==> config.mk <==
export PLATFORM = sky130hd
export DESIGN_NAME = mcrb_top
export DESIGN_NICKNAME = d
export VERILOG_FILES = /design/src/mcrb_pkg.sv /design/src/mcrb_top.sv
export SDC_FILE = /design/constraint.sdc
export NUM_CORES = 1
export LEC_CHECK = 0
export BUFFER_PORTS_ARGS = -buffer_cell sky130_fd_sc_hd__buf_2
export CAP_MARGIN = 20
export CORE_AREA = 2 2 120 64
export CTS_CLUSTER_SIZE = 40
export DETAILED_ROUTE_END_ITERATION = 16
export DIE_AREA = 0 0 122 66
export GPL_TIMING_DRIVEN = 0
export PLACE_DENSITY = 0.79
export SLEW_MARGIN = 20
export SYNTH_ARGS = -nofsm -noshare
export SYNTH_HDL_FRONTEND = slang
export SYNTH_SLANG_ARGS = --single-unit
==> constraint.sdc <==
create_clock -name sys_clk -period 2.6 [get_ports sys_clk]
set_input_delay 0.52 -clock sys_clk [delete_from_list [all_inputs] [get_ports sys_clk]]
set_output_delay 0.52 -clock sys_clk [all_outputs]
set_load 0.005 [all_outputs]
==> src/mcrb_pkg.sv <==
package mcrb_pkg;

    ////////////////////////////////////////////////////////////////////////////
    // register map: index constants, byte address is four times the index
    localparam logic [7:0] IDX_CSR = 8'h2c;
    localparam logic [7:0] IDX_TONE = 8'h2d;
    localparam logic [7:0] IDX_IRQ_ST = 8'h2e;
    localparam logic [7:0] IDX_IRQ_MASK = 8'h2f;
    localparam logic [7:0] ADDR_CSR = {IDX_CSR[5:0], 2'b00};
    localparam logic [7:0] ADDR_TONE = {IDX_TONE[5:0], 2'b00};
    localparam logic [7:0] ADDR_IRQ_ST = {IDX_IRQ_ST[5:0], 2'b00};
    localparam logic [7:0] ADDR_IRQ_MASK = {IDX_IRQ_MASK[5:0], 2'b00};

    // field positions of the control/status register
    localparam int unsigned CSR_CLKOUT_BIT = 7;
    localparam int unsigned CSR_DIV_LSB = 5;
    localparam int unsigned CSR_SLOW_BIT = 4;
    localparam int unsigned CSR_PCODE_LSB = 2;
    localparam int unsigned CSR_IRQEN_BIT = 1;
    localparam int unsigned CSR_FLAG_BIT = 0;

    // values after reset
    localparam logic [7:0] CSR_RST = 8'h00;
    localparam logic [7:0] TONE_RST = 8'h00;

    ////////////////////////////////////////////////////////////////////////////
    // time-base periods in oscillator cycles
    localparam int unsigned TB_CYC0 = 16000;
    localparam int unsigned TB_CYC1 = 32000;
    localparam int unsigned TB_CYC2 = 80000;
    localparam int unsigned TB_CYC3 = 200000;
    localparam int unsigned TB_W = 18;

    // tone frequencies, referred to an 8 MHz oscillator
    localparam int unsigned TONE_REF_OSC_HZ = 8000000;
    localparam int unsigned TONE_HZ1 = 2000;
    localparam int unsigned TONE_HZ2 = 1000;
    localparam int unsigned TONE_HZ3 = 500;
    localparam int unsigned TONE_HALF1 = TONE_REF_OSC_HZ / (2 * TONE_HZ1);
    localparam int unsigned TONE_HALF2 = TONE_REF_OSC_HZ / (2 * TONE_HZ2);
    localparam int unsigned TONE_HALF3 = TONE_REF_OSC_HZ / (2 * TONE_HZ3);
    localparam int unsigned TONE_W = 13;

    localparam int unsigned DIV_W = 4;

    ////////////////////////////////////////////////////////////////////////////
    typedef struct packed {
        logic clock_out_select;
        logic [1:0] cpu_divider_code;
        logic slow_select;
        logic [1:0] period_code;
        logic period_irq_enable;
        logic period_elapsed_flag;
    } mcrb_csr_t;

    typedef struct packed {
        logic clock_out_port_pin;
        logic clock_out_oe;
        logic tone_port_pin;
        logic tone_oe;
    } mcrb_pins_t;

    typedef struct packed {
        mcrb_csr_t csr;
        logic [1:0] tone_code;
        logic irq_st;
        logic irq_mask;
        logic [DIV_W-1:0] div_cnt;
        logic clk_out;
        logic [TB_W-1:0] tb_cnt;
        logic [1:0] code_act;
        logic [TONE_W-1:0] tone_cnt;
        logic tone_lvl;
        logic ack;
        logic [31:0] rdata;
    } mcrb_state_t;

endpackage

==> src/mcrb_top.sv <==
// The Avalon-MM register port was left to the implementer.
`timescale 1ns/10ps
module mcrb_top #(
    parameter int unsigned TB_CYC0 = mcrb_pkg::TB_CYC0,
    parameter int unsigned TB_CYC1 = mcrb_pkg::TB_CYC1,
    parameter int unsigned TB_CYC2 = mcrb_pkg::TB_CYC2,
    parameter int unsigned TB_CYC3 = mcrb_pkg::TB_CYC3,
    parameter int unsigned TONE_HALF1 = mcrb_pkg::TONE_HALF1,
    parameter int unsigned TONE_HALF2 = mcrb_pkg::TONE_HALF2,
    parameter int unsigned TONE_HALF3 = mcrb_pkg::TONE_HALF3
) (
    input wire logic sys_clk,
    input wire logic rst_n,
    input wire logic [7:0] avs_address,
    input wire logic avs_read,
    input wire logic avs_write,
    input wire logic [31:0] avs_writedata,
    output logic [31:0] avs_readdata,
    output logic avs_waitrequest,
    input wire logic cpu_irq_masked,
    input wire logic wait_mode,
    input wire logic halt_mode,
    output logic active_halt_sel,
    output logic cpu_clk_en,
    output mcrb_pkg::mcrb_pins_t pins,
    output logic irq,
    output logic wake_req
);

    mcrb_pkg::mcrb_state_t s_r;
    mcrb_pkg::mcrb_state_t s_nxt;
    logic active_halt;
    logic full_halt;
    logic acc;
    logic tb_evt;
    logic [mcrb_pkg::TB_W-1:0] tb_last;
    logic [mcrb_pkg::TONE_W-1:0] tone_last;
    logic [mcrb_pkg::DIV_W-1:0] div_mask;
    logic [mcrb_pkg::DIV_W-1:0] div_inc;
    logic [31:0] rd_mux;

    ////////////////////////////////////////////////////////////////////////////
    // power mode decode; enable bit is frozen while halted so the split holds
    assign active_halt = halt_mode & s_r.csr.period_irq_enable;
    assign full_halt = halt_mode & ~s_r.csr.period_irq_enable;
    assign active_halt_sel = s_r.csr.period_irq_enable;

    // access completes in the second cycle, when waitrequest drops
    assign acc = (avs_read | avs_write) & s_r.ack;
    assign avs_waitrequest = (avs_read | avs_write) & ~s_r.ack;
    assign avs_readdata = s_r.rdata;

    // period end of the period now running, not the one just written
    always_comb
    begin
        unique case (s_r.code_act)
            2'b00: tb_last = mcrb_pkg::TB_W'(TB_CYC0 - 1);
            2'b01: tb_last = mcrb_pkg::TB_W'(TB_CYC1 - 1);
            2'b10: tb_last = mcrb_pkg::TB_W'(TB_CYC2 - 1);
            2'b11: tb_last = mcrb_pkg::TB_W'(TB_CYC3 - 1);
        endcase
    end

    // tone half-period; code 0 keeps the counter parked
    always_comb
    begin
        unique case (s_r.tone_code)
            2'b00: tone_last = '0;
            2'b01: tone_last = mcrb_pkg::TONE_W'(TONE_HALF1 - 1);
            2'b10: tone_last = mcrb_pkg::TONE_W'(TONE_HALF2 - 1);
            2'b11: tone_last = mcrb_pkg::TONE_W'(TONE_HALF3 - 1);
        endcase
    end

    // prescaler mask: low code+1 bits of the free divider
    always_comb
    begin
        unique case (s_r.csr.cpu_divider_code)
            2'b00: div_mask = 4'h1;
            2'b01: div_mask = 4'h3;
            2'b10: div_mask = 4'h7;
            2'b11: div_mask = 4'hf;
        endcase
    end

    assign div_inc = s_r.div_cnt + 4'h1;
    assign tb_evt = ~full_halt & (s_r.tb_cnt == tb_last);

    // register read mux, unmapped reads as zero
    always_comb
    begin
        rd_mux = 32'h0000_0000;
        unique case (avs_address)
            mcrb_pkg::ADDR_CSR: rd_mux = {24'h00_0000, s_r.csr};
            mcrb_pkg::ADDR_TONE: rd_mux = {30'h0000_0000, s_r.tone_code};
            mcrb_pkg::ADDR_IRQ_ST: rd_mux = {31'h0000_0000, s_r.irq_st};
            mcrb_pkg::ADDR_IRQ_MASK: rd_mux = {31'h0000_0000, s_r.irq_mask};
            default: rd_mux = 32'h0000_0000;
        endcase
    end

    ////////////////////////////////////////////////////////////////////////////
    // next-state logic
    always_comb
    begin
        s_nxt = s_r;
        s_nxt.ack = (avs_read | avs_write) & ~s_r.ack;
        if (avs_read && !s_r.ack)
        begin
            s_nxt.rdata = rd_mux;
        end

        // divider and clock-out run side by side; stopped with the cpu in halt
        if (!halt_mode)
        begin
            s_nxt.div_cnt = div_inc;
            if (s_r.csr.slow_select)
            begin
                s_nxt.clk_out = div_inc[s_r.csr.cpu_divider_code];
            end
            else
            begin
                // one flop cannot repeat the oscillator, so full rate shows as half
                s_nxt.clk_out = ~s_r.clk_out;
            end
        end

        // time base: runs in wait and active-halt, frozen in full halt
        if (!full_halt)
        begin
            if (tb_evt)
            begin
                s_nxt.tb_cnt = '0;
                s_nxt.code_act = s_r.csr.period_code;
            end
            else
            begin
                s_nxt.tb_cnt = s_r.tb_cnt + 18'h0_0001;
            end
        end

        // tone: runs in active-halt, frozen only in full halt
        if (s_r.tone_code == 2'b00)
        begin
            s_nxt.tone_cnt = '0;
            s_nxt.tone_lvl = 1'b0;
        end
        else if (!full_halt)
        begin
            if (s_r.tone_cnt >= tone_last)
            begin
                s_nxt.tone_cnt = '0;
                s_nxt.tone_lvl = ~s_r.tone_lvl;
            end
            else
            begin
                s_nxt.tone_cnt = s_r.tone_cnt + 13'h0001;
            end
        end

        // software side; registers frozen while halted
        if (acc && !halt_mode)
        begin
            if (avs_read && avs_address == mcrb_pkg::ADDR_CSR)
            begin
                s_nxt.csr.period_elapsed_flag = 1'b0;
            end
            if (avs_write)
            begin
                unique case (avs_address)
                    mcrb_pkg::ADDR_CSR:
                    begin
                        // flag bit is not writable
                        s_nxt.csr.clock_out_select = avs_writedata[mcrb_pkg::CSR_CLKOUT_BIT];
                        s_nxt.csr.cpu_divider_code =
                            avs_writedata[mcrb_pkg::CSR_DIV_LSB +: 2];
                        s_nxt.csr.slow_select = avs_writedata[mcrb_pkg::CSR_SLOW_BIT];
                        s_nxt.csr.period_code = avs_writedata[mcrb_pkg::CSR_PCODE_LSB +: 2];
                        s_nxt.csr.period_irq_enable = avs_writedata[mcrb_pkg::CSR_IRQEN_BIT];
                    end
                    mcrb_pkg::ADDR_TONE: s_nxt.tone_code = avs_writedata[1:0];
                    mcrb_pkg::ADDR_IRQ_ST:
                    begin
                        if (avs_writedata[0])
                        begin
                            s_nxt.irq_st = 1'b0;
                        end
                    end
                    mcrb_pkg::ADDR_IRQ_MASK: s_nxt.irq_mask = avs_writedata[0];
                    default: s_nxt.irq_mask = s_r.irq_mask;
                endcase
            end
        end

        // event set comes last so it wins over a same-cycle clear
        if (tb_evt)
        begin
            s_nxt.csr.period_elapsed_flag = 1'b1;
            s_nxt.irq_st = 1'b1;
        end
    end

    // state register
    always_ff @(posedge sys_clk or negedge rst_n)
    begin
        if (!rst_n)
        begin
            s_r <= '0;
            s_r.csr <= mcrb_pkg::CSR_RST;
            s_r.tone_code <= mcrb_pkg::TONE_RST[1:0];
        end
        else
        begin
            s_r <= s_nxt;
        end
    end

    ////////////////////////////////////////////////////////////////////////////
    // outputs
    assign cpu_clk_en = ~halt_mode &
        (~s_r.csr.slow_select | ((s_r.div_cnt & div_mask) == div_mask));
    assign pins.clock_out_oe = s_r.csr.clock_out_select;
    assign pins.clock_out_port_pin = s_r.csr.clock_out_select & s_r.clk_out & ~active_halt;
    assign pins.tone_oe = (s_r.tone_code != 2'b00);
    assign pins.tone_port_pin = s_r.tone_lvl;
    assign irq = s_r.irq_st & s_r.irq_mask & s_r.csr.period_irq_enable &
        ~cpu_irq_masked;
    // wake ignores the cpu mask; full halt is left alone
    assign wake_req = s_r.irq_st & s_r.irq_mask & s_r.csr.period_irq_enable &
        (wait_mode | active_halt);
endmodule

# Word level (Yosys, flattened, before mapping)
# Cells that the tools add are included.
[totals]
memories = 0
input_bits = 47
output_inout_bits = 41
latchBits = 0
regBits = 84
ram_bits = 0
mem_bits_ro = 0
elab_cells = 106
[classes]
reduce_logical = 22
n_mux = 21
eq_ne = 16
bitwise = 25
n_div = 0
addsub = 3
shift = 0
n_lt_le_gt_ge = 2
multipliers = 0
[op_table]
columns = ["op", "count"]
rows = [
  ["one-hot mux 18 bit (4 select lines)", 1],
  ["one-hot mux 13 bit (4 select lines)", 1],
  ["== test 8 bit (second input constant)", 4],
  ["one-hot mux 8 bit (4 select lines)", 1],
  ["2-to-1 mux 14 bit", 2],
  ["adder 18 x 1 -> 18 bit (second input constant)", 1],
  ["== test 18 bit", 1],
  ["2-to-1 mux 18 bit", 1],
  ["one-hot mux 4 bit (4 select lines)", 1],
  ["nonzero test 2 bit", 7],
  ["adder 13 x 1 -> 13 bit (second input constant)", 1],
  [">= comparator 13 bit", 1],
  ["2-to-1 mux 13 bit", 1],
  ["AND 1 bit", 12],
  ["== test 2 bit (second input constant)", 6],
  ["2-to-1 mux 1 bit", 9],
  ["inverter 1 bit", 9],
  ["AND reduction 3 bit", 3],
  ["== test 2 x 1 -> 1 bit (second input constant)", 3],
  ["logical NOT 2 bit", 3],
  ["AND reduction 2 bit", 3],
  ["2-to-1 mux 5 bit", 1],
  ["adder 4 x 1 -> 4 bit (second input constant)", 1],
  ["AND 4 bit", 1],
  ["10 further kinds", 15],
]

# Depth between registers and ports, before layout
[depth]
word_depth = 6
ltp_mapped = 9

# Least setup slack after synthesis
# No wires, ideal clock.
[synth_timing]
kind = "reg2reg"
from = "register s_r[74] (netlist name)"
to = "register s_r, in the netlist pins[1]"
period_less_slack_ns = 2.368
t_arrival_ns = 2.243
path_slack_ns = 0.232
path_stages_with_launch = 10
required_ns = 2.475
path_cell_list = "dfrtp_1 -> inv_1 -> ha_1 -> nor2_1 -> ha_1 -> a31o_1 -> a211o_1 -> a21oi_2 -> a31oi_4 -> mux2_4"
[synth_via]
elab_chain_cells = 5
word_cells_on_any_way = 10
cone_classes = "order compare (1); eq/ne (4); mux (2); reduce/logical (3)"
[synth_lines]
columns = ["element", "line_no", "text"]
rows = [
  ["from (decl)", "mcrb_top.sv:30", "mcrb_pkg::mcrb_state_t s_r;"],
  ["from (signal assigned)", "mcrb_top.sv:214", "s_r <= s_nxt;"],
  ["== test 2 bit, or another cell as far along", "mcrb_top.sv:67", "unique case (s_r.tone_code)"],
  ["one-hot mux 13 bit (4 select lines)", "mcrb_top.sv:67", ""],
  [">= comparator 13 bit", "mcrb_top.sv:150", "if (s_r.tone_cnt >= tone_last)"],
  ["nonzero test 2 bit (no source line)", "--", ""],
  ["AND reduction 2 bit (no source line)", "--", ""],
]
# Several ways; a longest one is shown, not always the timed one.
# A chain may end at the register's enable or synchronous reset.

# Worst setup path in the final report
# Ends and elaborated chain as after synthesis.

==> results.cfg <==
[routing]
via_count = 2942
ant_nets = 0
wl_per_cell_um = 14.5
first_pass_iters = 5
vias_per_cell = 5.18
drt_iter0_drc = 269
route.detailed.drc = 0
wirelength_mm = 8.22

[synth]
synthFlopType = dfrtp_1
synth_top_area_share_pct = 41.0
ys_ff_latch = 60
synthCells = 389
avgSynthCellArea_um2 = 9.42
synth_area_um2 = 3670
ys_warn_count = 0
synth_edf_count = 0
synth_cell_types = 54
ys_async_sr_fraction_pct = 100
synth_top_area_cell = dfrtp_1
ys_seq_area_share_pct = 41.0
synth_area_leaders = dfrtp_1 41%, buf_4 7.4%, xnor2_1 6.0%

[grt]
grt_pass1_wl_mm = 13.4
antenna_found_initial = 0
grt_pass1_vias = 2693
grt_max_degree = 61
grt-ovfl-total = 0
grt.total_usage_pct = 22.4

[sta]
fmaxAchievable_mhz = 398
slew_headroom_pct = 49.5
clock_skew_ns = 0.00509
min_period_over_period_pct = 96.7
report.final.slew_viol_count = 0
hold_viol = 0
setup_viol_count_final = 0
setup_ws_ns = 0.0865
finalCriticalPeriod_ns = 2.51
tightestPinTransition_ns = 0.758

[layout]
n_fill_cell = 554
ff_latch_area_um2 = 1500
n_antenna_cell = 0
final_common_cell = dfrtp_1
stdcell_count = 568
layout_common_cells = 60 x dfrtp_1, 44 x nand2_1, 43 x buf_4
drive_gt1_share_pct = 26.1
synthToLayoutAreaGrowth_pct = 21.6
final_nets = 528
multi_input_area_um2 = 1900

[place]
dp.cells = 546
hpwl_mm = 6.08
detailedPlace.worstSlack_ns = -0.115
place_congestion = 0.930
port_buffers = 38

[worst_setup_path]
crit_start = s_r[74]$_DFFE_PN0P_
critPathCapture = pins[1]$_DFFE_PN0P_
crit_type = reg2reg
r2r_slack_ns = 0.09
end_kind = flip-flop
critPathRequiredTime_ns = 2.82
timing.rr.end = pins[1]$_DFFE_PN0P_
r2r-start = s_r[74]$_DFFE_PN0P_
critPathLaunchType = flip-flop
reg2reg_depth = 9
worstPathArrival_ns = 2.73
crit_fanout = 5

[die]
die_width_um = 122
die_y_um = 66
ios = 88
die-area_um2 = 8050
initial_utilization_pct = 52.2
row_count = 22
core_area_um2 = 7020

[clock_tree]
cts.sinks = 60
clock_latency_ns = 0.34
clock-root-buffer = clkbuf_16
clockBufferDepth = 2
path_clk_slew_ns = 0.05
cts_buffers = 9
tritoncts = built
ctsHtreeMaxLevel = 3

[power]
powerDensity_nw_per_um2 = 611
swShare_pct = 24.9
p_leak_nw = 2.10
irDropWorstVdd_mv = 0.377
pwr-share-clk_pct = 46.6
p_switching_uw = 678
seqPwrFrac_pct = 40.9
p_comb_share_pct = 12.4
total_power_mw = 2.72
p_int_mw = 2.04

[run_status]
status = finished, final reports clean

[run]
max_cap_viol_count = 0

[worst_hold_path]
hold_class = in2async
[sequential cells by signal (all words and copies together), names as in the netlist]
register,cells
pins,2
active_halt_sel,1
avs_readdata,8
s_r,49
[synth_stat cells (3+ instances only)]
master	number
dfrtp_1	60
nand2_1	44
nor2_1	42
buf_4	36
xnor2_1	25
inv_1	19
o21ai_0	16
nand3_1	15
ha_1	14
mux2_2	11
nor3_1	10
a21oi_1	7
nand2b_1	7
or3_1	7
nand4_1	6
clkbuf_1	5
nor4_1	5
xor2_1	5
and3_1	4
nand4b_1	4
a21o_1	3
mux2i_1	3
[worst min-delay path by stage]
stage / startpoint / end / slack [ns]
after floorplan: rst_n / active_halt_sel$_DFFE_PN0P_ / 0.22
final: rst_n / s_r[37]$_DFFE_PN0P_ / 0.25
after global placement: s_r[32]$_DFF_PN0_ / s_r[32]$_DFF_PN0_ / 0.45
after detailed placement: s_r[32]$_DFF_PN0_ / s_r[32]$_DFF_PN0_ / 0.46
after CTS: rst_n / s_r[34]$_DFFE_PN0P_ / 0.29
after global routing: rst_n / s_r[35]$_DFFE_PN0P_ / 0.33
[cell type report]
| class | count | share of cell area, % |
|---|---|---|
| plain buffers | 43 | 6.88 |
| clock buffers | 11 | 5.45 |
| clock inverters | 5 | 1.68 |
| inverters | 19 | 1.60 |
| multi-input cells | 290 | 42.7 |
| flip-flops and latches | 60 | 33.7 |
| well taps | 96 | 2.70 |
| repair buffers | 44 | 5.33 |
[per-layer routing]
| layer | share of wire [%] | wire, um | track usage [%] | up-vias |
|---|---|---|---|---|
| met5 | 0 | 0 | 0 | - |
| met1 | 50 | 4130 | 32.9 | 1354 |
| met2 | 40 | 3310 | 30.9 | 136 |
| met3 | 7.8 | 645 | 6.12 | 18 |
| li1 | - | - | - | 1434 |
| met4 | 1.7 | 142 | 8.76 | 0 |
[worst max-delay path: stages (launching register included)]
cell and delay (ns):
dfrtp_1 0.41, inv_1 0.10, ha_1 0.21, nor2_2 0.15, ha_1 0.29, a31o_1 0.23
a211o_1 0.33, a21oi_4 0.22, a31oi_4 0.12, mux2_4 0.32
[power groups by stage]
stage	sequential [mW]	combinational (mW)	clock (mW)
finish	1.11	0.339	1.27
global route	1.13	0.374	1.34
CTS	1.11	0.330	1.29
detailed placement	1.13	0.331	0
global placement	1.12	0.311	0
floorplan	1.10	0.240	0
[kinds of logic (layout without fill, tap and decap cells)]
kind of cell	Yosys count	count (layout)	synth area share, %
buffers and inverters	62	122	10.3
AO/OA/AOI/OAI	45	45	8.84
flip-flops	60	60	41.0
adder cells (fa/ha/maj)	15	15	5.05
multiplexers	19	19	6.45
XOR/XNOR	30	30	7.17
AND/OR/NAND/NOR	157	157	21.2
other	1	24	0.102
[repair_timing]
| item | CTS | global route |
|---|---|---|
| resized for setup | 1 | 6 |
| cloned | 0 | 0 |
| hold buffers | 0 | 0 |
| pin swaps | 1 | 2 |
| buffers inserted | 1 | 5 |
| endpoints found under the setup margin | 1 | 17 |
[stage by stage]
step	setup TNS, ns	hold slack (ns)	instance area [um2]	utilization, %
6_report	0	0.249	4460	63.5
5_1_grt	-0.0543	0.328	4460	63.5
4_1_cts	0	0.285	4400	62.7
3_5_place_dp	-0.115	0.458	4070	57.9
3_3_place_gp	-0.101	0.453	4060	57.9
2_1_floorplan	0	0.224	3750	-
(Power assumes the default switching activity.)
